==> src/core/asep_pkg.sv <==
// Constants, types and timing for the static memory port controller.
// Assumes a 125 MHz clock; all counts derive from the 8 ns period.

package asep_pkg;

  // ==========================================================
  // Widths
  localparam int ASEP_ADDR_W = 18;
  localparam int ASEP_DATA_W = 16;
  localparam int ASEP_TMR_W  = 17;

  // ==========================================================
  // Memory timing and derived cycle counts
  localparam int ASEP_CLK_NS     = 8;
  localparam int ASEP_T_AA_NS    = 10;
  localparam int ASEP_T_HZWE_NS  = 5;
  localparam int ASEP_T_SD_NS    = 5;
  localparam int ASEP_T_HZOE_NS  = 5;
  localparam int ASEP_T_DS_MS    = 1;
  localparam int ASEP_T_DSCA_US  = 300;
  localparam int ASEP_SYNC_STAGES = 2;

  localparam int ASEP_ACC_CYC =
    (ASEP_T_AA_NS + ASEP_CLK_NS - 1) / ASEP_CLK_NS;
  localparam int ASEP_RD_CYC  = ASEP_ACC_CYC + ASEP_SYNC_STAGES;
  localparam int ASEP_WE_CYC  =
    (ASEP_T_HZWE_NS + ASEP_T_SD_NS + ASEP_CLK_NS - 1) / ASEP_CLK_NS;
  localparam int ASEP_HZOE_CYC =
    (ASEP_T_HZOE_NS + ASEP_CLK_NS - 1) / ASEP_CLK_NS;
  localparam int ASEP_DS_CYC =
    (ASEP_T_DS_MS * 1000000 + ASEP_CLK_NS - 1) / ASEP_CLK_NS;
  localparam int ASEP_DSCA_CYC =
    (ASEP_T_DSCA_US * 1000 + ASEP_CLK_NS - 1) / ASEP_CLK_NS;

  // ==========================================================
  // Reset values
  localparam logic                   ASEP_RST_PIN_N = 1'b1;
  localparam logic [ASEP_DATA_W-1:0] ASEP_RST_DATA  = 16'h0000;
  localparam logic [ASEP_ADDR_W-1:0] ASEP_RST_ADDR  = 18'h00000;
  localparam logic [ASEP_TMR_W-1:0]  ASEP_RST_TMR   = 17'h00000;

  // ==========================================================
  // Controller states
  typedef enum logic [2:0] {
    ASEP_IDLE,
    ASEP_RD,
    ASEP_TURN,
    ASEP_WR,
    ASEP_WR_HOLD,
    ASEP_SLP_ENTER,
    ASEP_SLEEP,
    ASEP_WAKE
  } asep_state_e;

endpackage : asep_pkg

==> src/core/asep_tmr_if.sv <==
// Load and done signals between the controller and its wait timer.
// Assumes one clock domain shared by both ends.
`timescale 1ns/1ns
`default_nettype none

interface asep_tmr_if;
  logic                           load;
  logic [asep_pkg::ASEP_TMR_W-1:0] value;
  logic                           done;

  modport ctl (output load, output value, input done);
  modport tmr (input load, input value, output done);
endinterface : asep_tmr_if

`default_nettype wire

==> src/core/asep_ctrl.sv <==
// Host controller driving an asynchronous 16-bit static memory with
// byte lanes, deep-sleep pin and corrected-error flag.
// Assumes pin inputs are asynchronous; user side is on clk_i.
`timescale 1ns/1ns
`default_nettype none

module asep_ctrl #(
  parameter int DS_CYC   = asep_pkg::ASEP_DS_CYC,
  parameter int DSCA_CYC = asep_pkg::ASEP_DSCA_CYC
) (
  input  wire logic                             clk_i,
  input  wire logic                             reset_n_i,
  input  wire logic                             ce_i,
  // User request side
  input  wire logic                             req_valid_i,
  output logic                                  req_ready_o,
  input  wire logic                             req_write_i,
  input  wire logic [asep_pkg::ASEP_ADDR_W-1:0] req_addr_i,
  input  wire logic [asep_pkg::ASEP_DATA_W-1:0] req_wdata_i,
  input  wire logic [1:0]                       req_be_i,
  output logic                                  rsp_valid_o,
  output logic [asep_pkg::ASEP_DATA_W-1:0]      rsp_rdata_o,
  output logic                                  rsp_ecc_fix_o,
  input  wire logic                             sleep_req_i,
  output logic                                  awake_o,
  // Memory pins
  output logic [asep_pkg::ASEP_ADDR_W-1:0]      mem_addr_o,
  output logic                                  chip_select_n_o,
  output logic                                  drive_enable_n_o,
  output logic                                  write_strobe_n_o,
  output logic                                  low_byte_lane_n_o,
  output logic                                  high_byte_lane_n_o,
  output logic                                  deep_sleep_n_o,
  output logic [asep_pkg::ASEP_DATA_W-1:0]      mem_data_o,
  output logic                                  mem_data_oe_o,
  input  wire logic [asep_pkg::ASEP_DATA_W-1:0] mem_data_i,
  input  wire logic                             ecc_fixup_flag_i
);
  import asep_pkg::*;

  // ==========================================================
  // State
  typedef struct packed {
    asep_state_e            state;
    logic [ASEP_ADDR_W-1:0] addr;
    logic [ASEP_DATA_W-1:0] wdata;
    logic                   data_oe;
    logic                   cs_n;
    logic                   oe_n;
    logic                   we_n;
    logic [1:0]             lanes_n;
    logic                   ds_n;
    logic [ASEP_DATA_W-1:0] sd1;
    logic [ASEP_DATA_W-1:0] sd2;
    logic                   sf1;
    logic                   sf2;
    logic [ASEP_DATA_W-1:0] rdata;
    logic                   rfix;
    logic                   rvalid;
  } asep_ctrl_s;

  asep_ctrl_s s_r;
  asep_ctrl_s s_nxt;
  logic       take;

  asep_tmr_if tmr_if ();

  asep_timer u_timer (
    .clk_i     (clk_i),
    .reset_n_i (reset_n_i),
    .ce_i      (ce_i),
    .tmr       (tmr_if.tmr)
  );

  // ==========================================================
  // Request acceptance
  // No access asleep
  assign req_ready_o = ce_i && (s_r.state == ASEP_IDLE) && !sleep_req_i;
  assign take        = req_ready_o && req_valid_i;

  // ==========================================================
  // Next state
  always_comb
  begin
    s_nxt              = s_r;
    tmr_if.load        = 1'b0;
    tmr_if.value       = ASEP_RST_TMR;
    if (ce_i)
    begin
      // Pin inputs pass two flops before use
      s_nxt.sd1    = mem_data_i;
      s_nxt.sd2    = s_r.sd1;
      s_nxt.sf1    = ecc_fixup_flag_i;
      s_nxt.sf2    = s_r.sf1;
      s_nxt.rvalid = 1'b0;
      case (s_r.state)
        ASEP_IDLE:
        begin
          if (sleep_req_i)
          begin
            s_nxt.ds_n   = 1'b0;
            s_nxt.state  = ASEP_SLP_ENTER;
            tmr_if.load  = 1'b1;
            tmr_if.value = ASEP_TMR_W'(DS_CYC - 1);
          end
          else if (take && req_write_i)
          begin
            s_nxt.addr    = req_addr_i;
            s_nxt.wdata   = req_wdata_i;
            s_nxt.data_oe = 1'b1;
            s_nxt.cs_n    = 1'b0;
            s_nxt.we_n    = 1'b0;
            s_nxt.lanes_n = (req_be_i == 2'h0) ? 2'h0 : ~req_be_i;
            s_nxt.state   = ASEP_WR;
            tmr_if.load   = 1'b1;
            tmr_if.value  = ASEP_TMR_W'(ASEP_WE_CYC - 1);
          end
          else if (take)
          begin
            s_nxt.addr    = req_addr_i;
            s_nxt.cs_n    = 1'b0;
            s_nxt.oe_n    = 1'b0;
            s_nxt.lanes_n = (req_be_i == 2'h0) ? 2'h0 : ~req_be_i;
            s_nxt.state   = ASEP_RD;
            tmr_if.load   = 1'b1;
            tmr_if.value  = ASEP_TMR_W'(ASEP_RD_CYC - 1);
          end
        end
        ASEP_RD:
        begin
          if (tmr_if.done)
          begin
            s_nxt.rdata   = s_r.sd2;
            s_nxt.rfix    = s_r.sf2;
            s_nxt.rvalid  = 1'b1;
            s_nxt.cs_n    = 1'b1;
            s_nxt.oe_n    = 1'b1;
            s_nxt.lanes_n = 2'h3;
            s_nxt.state   = ASEP_TURN;
            tmr_if.load   = 1'b1;
            tmr_if.value  = ASEP_TMR_W'(ASEP_HZOE_CYC - 1);
          end
        end
        ASEP_TURN:
        begin
          if (tmr_if.done)
            s_nxt.state = ASEP_IDLE;
        end
        ASEP_WR:
        begin
          if (tmr_if.done)
          begin
            s_nxt.we_n  = 1'b1;
            s_nxt.state = ASEP_WR_HOLD;
          end
        end
        ASEP_WR_HOLD:
        begin
          s_nxt.data_oe = 1'b0;
          s_nxt.cs_n    = 1'b1;
          s_nxt.lanes_n = 2'h3;
          s_nxt.state   = ASEP_IDLE;
        end
        ASEP_SLP_ENTER:
        begin
          if (tmr_if.done)
            s_nxt.state = ASEP_SLEEP;
        end
        ASEP_SLEEP:
        begin
          if (!sleep_req_i)
          begin
            s_nxt.ds_n   = 1'b1;
            s_nxt.cs_n   = 1'b1;
            s_nxt.state  = ASEP_WAKE;
            tmr_if.load  = 1'b1;
            tmr_if.value = ASEP_TMR_W'(DSCA_CYC - 1);
          end
        end
        ASEP_WAKE:
        begin
          if (tmr_if.done)
            s_nxt.state = ASEP_IDLE;
        end
        default:
        begin
          s_nxt.state = ASEP_IDLE;
        end
      endcase
    end
  end

  // ==========================================================
  // State register
  always_ff @(posedge clk_i)
  begin
    if (!reset_n_i)
    begin
      s_r.state   <= ASEP_IDLE;
      s_r.addr    <= ASEP_RST_ADDR;
      s_r.wdata   <= ASEP_RST_DATA;
      s_r.data_oe <= 1'b0;
      s_r.cs_n    <= ASEP_RST_PIN_N;
      s_r.oe_n    <= ASEP_RST_PIN_N;
      s_r.we_n    <= ASEP_RST_PIN_N;
      s_r.lanes_n <= 2'h3;
      s_r.ds_n    <= ASEP_RST_PIN_N;
      s_r.sd1     <= ASEP_RST_DATA;
      s_r.sd2     <= ASEP_RST_DATA;
      s_r.sf1     <= 1'b0;
      s_r.sf2     <= 1'b0;
      s_r.rdata   <= ASEP_RST_DATA;
      s_r.rfix    <= 1'b0;
      s_r.rvalid  <= 1'b0;
    end
    else
    begin
      s_r <= s_nxt;
    end
  end

  // ==========================================================
  // Outputs
  assign rsp_valid_o        = s_r.rvalid;
  assign rsp_rdata_o        = s_r.rdata;
  assign rsp_ecc_fix_o      = s_r.rfix;
  assign awake_o            = (s_r.state != ASEP_SLP_ENTER) &&
                              (s_r.state != ASEP_SLEEP) &&
                              (s_r.state != ASEP_WAKE);
  assign mem_addr_o         = s_r.addr;
  assign chip_select_n_o    = s_r.cs_n;
  assign drive_enable_n_o   = s_r.oe_n;
  assign write_strobe_n_o   = s_r.we_n;
  assign low_byte_lane_n_o  = s_r.lanes_n[0];
  assign high_byte_lane_n_o = s_r.lanes_n[1];
  assign deep_sleep_n_o     = s_r.ds_n;
  assign mem_data_o         = s_r.wdata;
  assign mem_data_oe_o      = s_r.data_oe;

endmodule : asep_ctrl

`default_nettype wire

==> src/core/asep_timer.sv <==
// Down-counting wait timer; done is high while the count is zero.
// Assumes load and value come from logic on the same clock.
`timescale 1ns/1ns
`default_nettype none

module asep_timer (
  input  wire logic clk_i,
  input  wire logic reset_n_i,
  input  wire logic ce_i,
  asep_tmr_if.tmr   tmr
);
  import asep_pkg::*;

  typedef struct packed {
    logic [ASEP_TMR_W-1:0] cnt;
  } asep_tmr_s;

  asep_tmr_s s_r;
  asep_tmr_s s_nxt;

  always_comb
  begin
    s_nxt = s_r;
    if (ce_i)
    begin
      if (tmr.load)
        s_nxt.cnt = tmr.value;
      else if (s_r.cnt != ASEP_RST_TMR)
        s_nxt.cnt = s_r.cnt - 17'h00001;
    end
  end

  always_ff @(posedge clk_i)
  begin
    if (!reset_n_i)
      s_r.cnt <= ASEP_RST_TMR;
    else
      s_r <= s_nxt;
  end

  assign tmr.done = (s_r.cnt == ASEP_RST_TMR);

endmodule : asep_timer

`default_nettype wire

==> config.mk <==
export PLATFORM = sky130hd
export DESIGN_NAME = asep_ctrl
export DESIGN_NICKNAME = d
export VERILOG_FILES = /design/src/core/asep_pkg.sv /design/src/core/asep_tmr_if.sv /design/src/core/asep_ctrl.sv /design/src/core/asep_timer.sv
export SDC_FILE = /design/constraint.sdc
export NUM_CORES = 1
export LEC_CHECK = 0
export ABC_AREA = 1
export BUFFER_PORTS_ARGS = -buffer_cell sky130_fd_sc_hd__buf_2
export CORE_ASPECT_RATIO = 0.9
export CORE_MARGIN = 1
export CORE_UTILIZATION = 54
export CTS_CLUSTER_DIAMETER = 200
export DETAILED_ROUTE_END_ITERATION = 10
export PLACE_DENSITY = 0.86
export SYNTH_ARGS = -nofsm -noshare
export SYNTH_HDL_FRONTEND = slang
export SYNTH_SLANG_ARGS = --single-unit
export TNS_END_PERCENT = 30
==> constraint.sdc <==
create_clock -name clk_i -period 2.3 [get_ports clk_i]
set_input_delay 0.345 -clock clk_i [delete_from_list [all_inputs] [get_ports clk_i]]
set_output_delay 0.345 -clock clk_i [all_outputs]
set_load 0.1 [all_outputs]
=== Yosys cells after proc, flatten, opt, wreduce, memory -nomap -nowiden ===
Index checks and enable logic that the tools add are counted.

* Bits in registers: 113
* Bits in latches: 0
* RAM bits: 0
* Bits in read-only memories: 0
* Bits of input ports: 59
* Memories: 0

* $add $sub $neg: 1
* Multipliers: 0
* Div/mod/pow operators: 0
* Order comparisons: 0
* Equal/unequal tests: 22
* Shift-type cells: 0
* Multiplexer cells: 44
* Bitwise logic cells: 2
* Reductions and logical operators: 31

{| class="wikitable"
|+ Operators by type and width
! operator !! count
|-
| two-way mux 17 bit || 4
|-
| two-way mux 21 bit || 2
|-
| case mux 17 bit (2 select lines) || 1
|-
| case mux 3 bit (7 select lines) || 1
|-
| two-way mux 3 bit || 6
|-
| logical NOT 17 bit || 1
|-
| nonzero test 17 bit || 1
|-
| subtractor 17 x 1 -> 17 bit (second input constant) || 1
|-
| two-way mux 16 bit || 1
|-
| != test 2 bit (second input constant) || 8
|-
| AND reduction 4 bit || 4
|-
| two-way mux 1 bit || 15
|-
| == test 3 bit (second input constant) || 4
|-
| two-way mux 2 bit || 6
|-
| AND reduction 6 bit || 2
|-
| nonzero test 2 bit || 6
|-
| AND reduction 5 bit || 2
|-
| != test 3 bit (second input constant) || 3
|-
| case mux 1 bit (2 select lines) || 4
|-
| AND reduction 7 bit || 1
|-
| == test 3 x 2 -> 1 bit (second input constant) || 2
|-
| logical AND 1 bit || 6
|-
| two-way mux 6 bit || 1
|-
| case mux 2 bit (3 select lines) || 1
|-
| other kinds (16) || 17
|}

=== Depth between registers and ports, before layout ===
* Depth after elaboration: 11
* Gate-level depth with buffers: 14
* Gate-level depth less buffers: 13

=== Cells and area by module ===
From an unflattened synthesis, not the netlist that was laid out.

* Cells, all modules: 752
* Area total of the unflattened synthesis: 5246.3 um^2

{| class="wikitable"
|+ By module, submodules not included
! module !! instances !! cells an instance !! area each (um^2) !! seq. area each (um^2)
|-
| asep_ctrl || 1 || 538 || 4020.1 || 1921.8
|-
| asep_timer || 1 || 214 || 1226.2 || 340.3
|}

=== Worst setup path after synthesis ===
OpenSTA, ideal clock, no wires.

* Kind: input -> register
* Start: input port ce_i
* End: register s_r, in the netlist mem_data_o[10]
* Arrival time: 2294 ps
* Setup slack: -110 ps
* Cell stages on the path: 11
* Buffers on the path: 2
* Path through: buf_4 > inv_2 > nor2_2 > inv_1 > nor2_2 > nand2_4 > nor2_8 > inv_4 > buf_6 > nor2_1 > nor2_1

* Word-level cells in the longest chain between the ends: 5

{| class="wikitable"
|+ Ends and longest elaborated chain
! what !! RTL line !! text
|-
| start: declaration || asep_ctrl.sv:13 || <nowiki>input wire logic ce_i,</nowiki>
|-
| logical AND 1 bit (2 in a row) || asep_ctrl.sv:78 || <nowiki>assign req_ready_o = ce_i && (s_r.state == ASEP_IDLE) && !sleep_req_i;</nowiki>
|-
| via req_ready_o || asep_ctrl.sv:16 || <nowiki>output logic req_ready_o,</nowiki>
|-
| logical AND 1 bit || asep_ctrl.sv:79 || <nowiki>assign take = req_ready_o && req_valid_i;</nowiki>
|-
| logical AND 1 bit || asep_ctrl.sv:106 || <nowiki>else if (take && req_write_i)</nowiki>
|-
| AND reduction 4 bit (no source line) || - ||
|-
| end signal: assignment || asep_ctrl.sv:218 || <nowiki>s_r <= s_nxt;</nowiki>
|-
| end: declaration || asep_ctrl.sv:62 || <nowiki>asep_ctrl_s s_r;</nowiki>
|}

The timed path passes the listed nets, and every way through them passes these cells.
A chain may end at the register's enable or synchronous reset.

=== Worst setup path after layout ===
* Start: register s_r[93] (netlist name)
* End: output port awake_o

* Word-level cells in the longest chain between the ends: 3
* Elaborated cells between the ends (all ways): 5
* Those cells by class: 3 x eq/ne; 2 x reduce/logical

{| class="wikitable"
|+ Ends and longest elaborated chain
! what !! RTL line !! text
|-
| != test 3 bit, on equally long branches || asep_ctrl.sv:227, asep_ctrl.sv:228 ||
|-
| logical AND 1 bit || asep_ctrl.sv:227 || <nowiki>assign awake_o = (s_r.state != ASEP_SLP_ENTER) &&</nowiki>
|-
| logical AND 1 bit * || asep_ctrl.sv:228 || <nowiki>(s_r.state != ASEP_SLEEP) &&</nowiki>
|-
| end: declaration || asep_ctrl.sv:25 || <nowiki>output logic awake_o,</nowiki>
|}

Every way passes the cells marked *; elsewhere a longest branch is shown, timed or not.

==> metrics.txt <==
# TYPE chip_impl_metric gauge
chip_impl_info{name="status",value="finished, final reports clean"} 1
chip_impl_info{name="regToRegEndpoint",value="u_timer.s_r[10]$_SDFFE_PN0P_"} 1
chip_impl_metric{name="hold_viol",unit=""} 0
chip_impl_metric{name="setup.reg_to_reg.worst_slack",unit="ps"} 290
chip_impl_metric{name="post_synthesis_instance_area",unit="µm²"} 5100
chip_impl_metric{name="worstRegToRegCells",unit=""} 12
chip_impl_metric{name="dieArea",unit="µm²"} 9830
chip_impl_metric{name="worst-slew-pin-transition",unit="ps"} 530
chip_impl_metric{name="cts_htree_levels",unit=""} 4
chip_impl_metric{name="post_route_clock_skew",unit="ps"} 13.9
chip_impl_metric{name="drt_first_iter_violations",unit=""} 304
chip_impl_metric{name="synth_xor_area_frac",unit=""} 0.0189
chip_impl_metric{name="die-height",unit="µm"} 94.2
chip_impl_metric{name="final-seq-area",unit="µm²"} 2260
chip_impl_metric{name="crit_path_max_fanout",unit=""} 6
chip_impl_metric{name="cts_buffers",unit=""} 17
chip_impl_metric{name="maxClockFrequency",unit="MHz"} 495
chip_impl_metric{name="timing.final.crit_period",unit="ps"} 2020
chip_impl_metric{name="met1_usage",unit=""} 0.304
chip_impl_metric{name="avgSynthCellArea",unit="µm²"} 7.29
chip_impl_metric{name="ioPinCount",unit=""} 120
chip_impl_info{name="worst_setup_path_start_kind",value="flop"} 1
chip_impl_metric{name="grt_pass1_vias",unit=""} 4412
chip_impl_metric{name="floorplan.initialDensity",unit=""} 0.559
chip_impl_metric{name="required",unit="ps"} 1960
chip_impl_info{name="tritoncts_clock_tree",value="done"} 1
chip_impl_info{name="global_route.peak_usage_layer",value="met2"} 1
chip_impl_metric{name="postSynthCellCount",unit=""} 699
chip_impl_metric{name="gpl.final_weighted_congestion",unit=""} 0.942
chip_impl_metric{name="hold_path_depth",unit=""} 3
chip_impl_metric{name="ys_types",unit=""} 34
chip_impl_metric{name="detail_route.wl_per_cell",unit="µm"} 13.6
chip_impl_metric{name="p_leak",unit="µW"} 0.00297
chip_impl_metric{name="globalRouteMet2Util",unit=""} 0.440
chip_impl_metric{name="antenna_found_initial",unit=""} 0
chip_impl_metric{name="groute.layer.met3.usage",unit=""} 0.0735
chip_impl_metric{name="postSynthNetCount",unit=""} 760
chip_impl_metric{name="total_of_max_cap_violations",unit=""} 0
chip_impl_info{name="grt_setup_unrepaired",value="false"} 1
chip_impl_metric{name="detail_route.first_pass.iterations",unit=""} 5
chip_impl_info{name="synth_top_family_by_area",value="simple AND/OR/NAND/NOR gates"} 1
chip_impl_metric{name="multiInputGateArea",unit="µm²"} 2110
chip_impl_info{name="clock_tree.root_cell",value="clkbuf_8"} 1
chip_impl_metric{name="final_antenna_net_count",unit=""} 0
chip_impl_metric{name="whs",unit="ps"} 48.9
chip_impl_metric{name="fin_crit_sh",unit=""} 0.878
chip_impl_info{name="worstReg2RegStart",value="u_timer.s_r[0]$_SDFFE_PN0P_"} 1
chip_impl_metric{name="synth_adder_area_share",unit=""} 0.00491
chip_impl_metric{name="total_setup_buffers_inserted_after_cts",unit=""} 0
chip_impl_metric{name="pwr_density_cell",unit="nW/µm²"} 1180
chip_impl_metric{name="n_fill_cell",unit=""} 756
chip_impl_info{name="min_from",value="req_addr_i[1]"} 1
chip_impl_metric{name="relSlewSlack",unit=""} 0.643
chip_impl_metric{name="report.final.setup_viol",unit=""} 0
chip_impl_metric{name="worstSkewPairLatency",unit="ps"} 520
chip_impl_metric{name="synth-simple-area-share",unit=""} 0.246
chip_impl_metric{name="seq_area_frac_synth",unit=""} 0.444
chip_impl_metric{name="numPlacedInstances",unit=""} 866
chip_impl_metric{name="postSynthRegisterBits",unit=""} 113
chip_impl_metric{name="final_cell_count_no_fill",unit=""} 898
chip_impl_metric{name="global_route_wire_length_before_repair",unit="mm"} 20.1
chip_impl_metric{name="buffer_ports.inserted",unit=""} 119
chip_impl_info{name="worstHoldEndpoint",value="mem_addr_o[1]$_SDFFE_PN0P_"} 1
chip_impl_metric{name="gr-usage-all-layers",unit=""} 0.259
chip_impl_metric{name="peakVddDrop",unit="µV"} 643
chip_impl_metric{name="synth_largest_type_area_fraction",unit=""} 0.444
chip_impl_metric{name="synth_compound_area_frac",unit=""} 0.144
chip_impl_metric{name="worst-endpoint-arrival",unit="ps"} 1670
chip_impl_metric{name="synthMuxAreaShare",unit=""} 0
chip_impl_metric{name="cts_repair_resize_count",unit=""} 0
chip_impl_info{name="min-delay-path-class",value="input port to flop"} 1
chip_impl_metric{name="post-route-drc-count",unit=""} 0
chip_impl_metric{name="global_route.overflow_total",unit=""} 0
chip_impl_metric{name="die_x",unit="µm"} 104
chip_impl_info{name="path_class",value="flop to output port"} 1
chip_impl_metric{name="totalPowerFinal",unit="µW"} 7100
chip_impl_metric{name="placement_setup_slack",unit="ps"} 348
chip_impl_metric{name="wirelength",unit="mm"} 12.2
chip_impl_info{name="synth_area_leader",value="dfxtp_1"} 1
chip_impl_metric{name="core-area",unit="µm²"} 9130
chip_impl_metric{name="clock_transition_time_at_the_flip_flop_clock_pins_of_the_worst_setup_and_hold_paths",unit="ps"} 60
chip_impl_metric{name="synth.yosys.warnings",unit=""} 0
chip_impl_metric{name="finalNetCount",unit=""} 824
chip_impl_metric{name="largest_net_degree_at_the_start_of_global_routing",unit=""} 57
chip_impl_metric{name="vias_after_detailed_routing",unit=""} 4635
chip_impl_metric{name="cts_hold_buf",unit=""} 0
chip_impl_metric{name="setup_slack",unit="ps"} 282
chip_impl_info{name="cp-end-kind",value="output port"} 1
chip_impl_metric{name="setup_tns",unit="ps"} 0
chip_impl_metric{name="maximum_clock_insertion_buffer_count",unit=""} 2
chip_impl_metric{name="vias_per_cell",unit=""} 5.16
chip_impl_metric{name="maxSlewViolCount",unit=""} 0
chip_impl_info{name="synth_top_cells_by_area",value="dfxtp_1 44%, nor2_1 13%, o21ai_0 9.1%, buf_4 7.7%, nand2_1 5.7%"} 1
chip_impl_metric{name="clkSinkCount",unit=""} 113
chip_impl_metric{name="dpl.hpwl",unit="mm"} 8.18
chip_impl_metric{name="core.rowCount",unit=""} 33
chip_impl_metric{name="antenna_cells_inserted",unit=""} 0
chip_impl_metric{name="area.growth.synth_to_final",unit="%"} 17.7
chip_impl_metric{name="final_layout_size_suffix_gt1_frac",unit=""} 0.236
[cells in the mapped netlist, drive strengths merged]
cell and instances:
xnor2 2, nand3 23, dfxtp 113, o2111ai 2
inv 50, nor3b 1, o21ai 94, o21bai 2
buf 63, nand4 1, nand3b 2, a21oi 40
nor3 2, a41oi 1, xor2 9, clkbuf 18
o22ai 1, ha 2, nand2 85, o211ai 2
nor2 185, or2 1
[layout by cell type (no fill, tap or decap), types with 4 or more instances in the layout]
master and n:
nor2_1 175, buf_2 118, dfxtp_1 113, o21ai_0 93, nand2_1 78, inv_1 45, a21oi_1 40, nand3_1 22
clkbuf_16 16, xor2_1 9, nor2_2 7, buf_4 6, nand2_2 5, inv_2 4, clkinv_4 4
[power breakdown]
part	switching (µW)	leakage [µW]	internal, µW
registers	154	0.000926	2180
clock network	959	0.000288	1690
logic	1550	0.00176	567
[per-stage QoR]
step	utilization	instance area, µm²
after floorplan	-	5100
after global placement	0.591	5400
after detailed placement	0.591	5400
after CTS	0.658	6000
after global routing	0.658	6000
final	0.658	6000
[worst max-delay path: stages (launching register included)]
cell and delay (ps):
dfxtp_1 380, nor2_2 230, inv_1 60, nand2_1 70, buf_2 430
[sequential cells by signal, summed over array words and instances (netlist names), 16 cells and up]
register     cells
mem_data_o      16
mem_addr_o      18
rsp_rdata_o     16
u_timer.s_r     17
s_r             37
[final cells by class]
cell class	instances	share of cell area
Clock buffer	18	0.0713
Clock inverter	14	0.0298
Inverter	50	0.0317
Multi-Input combinational cell	455	0.352
Sequential cell	113	0.377
Tap cell	122	0.0254
Timing Repair Buffer	126	0.113
[how the worst max path moves through the flow]
stage                                            from                            to  slack, ps  depth (start not counted)
after global routing      u_timer.s_r[0]$_SDFFE_PN0P_  u_timer.s_r[10]$_SDFFE_PN0P_         80                         12
after CTS                        s_r[93]$_SDFFE_PN0P_                       awake_o        290                          4
after floorplan                                  ce_i   mem_data_o[10]$_SDFFE_PN0P_        260                         11
after detailed placement  u_timer.s_r[0]$_SDFFE_PN0P_  u_timer.s_r[10]$_SDFFE_PN0P_        350                         12
after global placement    u_timer.s_r[0]$_SDFFE_PN0P_  u_timer.s_r[10]$_SDFFE_PN0P_        420                         12
final                            s_r[93]$_SDFFE_PN0P_                       awake_o        280                          4
[cell families (layout without fill, tap and decap cells)]
| logic type | after synthesis | count (layout) |
|---|---|---|
| and+or+nand+nor | 300 | 300 |
| AOI/OAI and AO/OA | 142 | 142 |
| buffers and inverters | 131 | 208 |
| DFF | 113 | 113 |
| xor gates and xnor gates | 11 | 11 |
| adders and majority gates | 2 | 2 |
[per-layer routing]
metal	wire length [µm]	part of all wire
met2	5920	0.48
met3	879	0.072
met4	209	0.017
met1	5230	0.43
met5	0	0
Power figures use the tool's default switching activity.
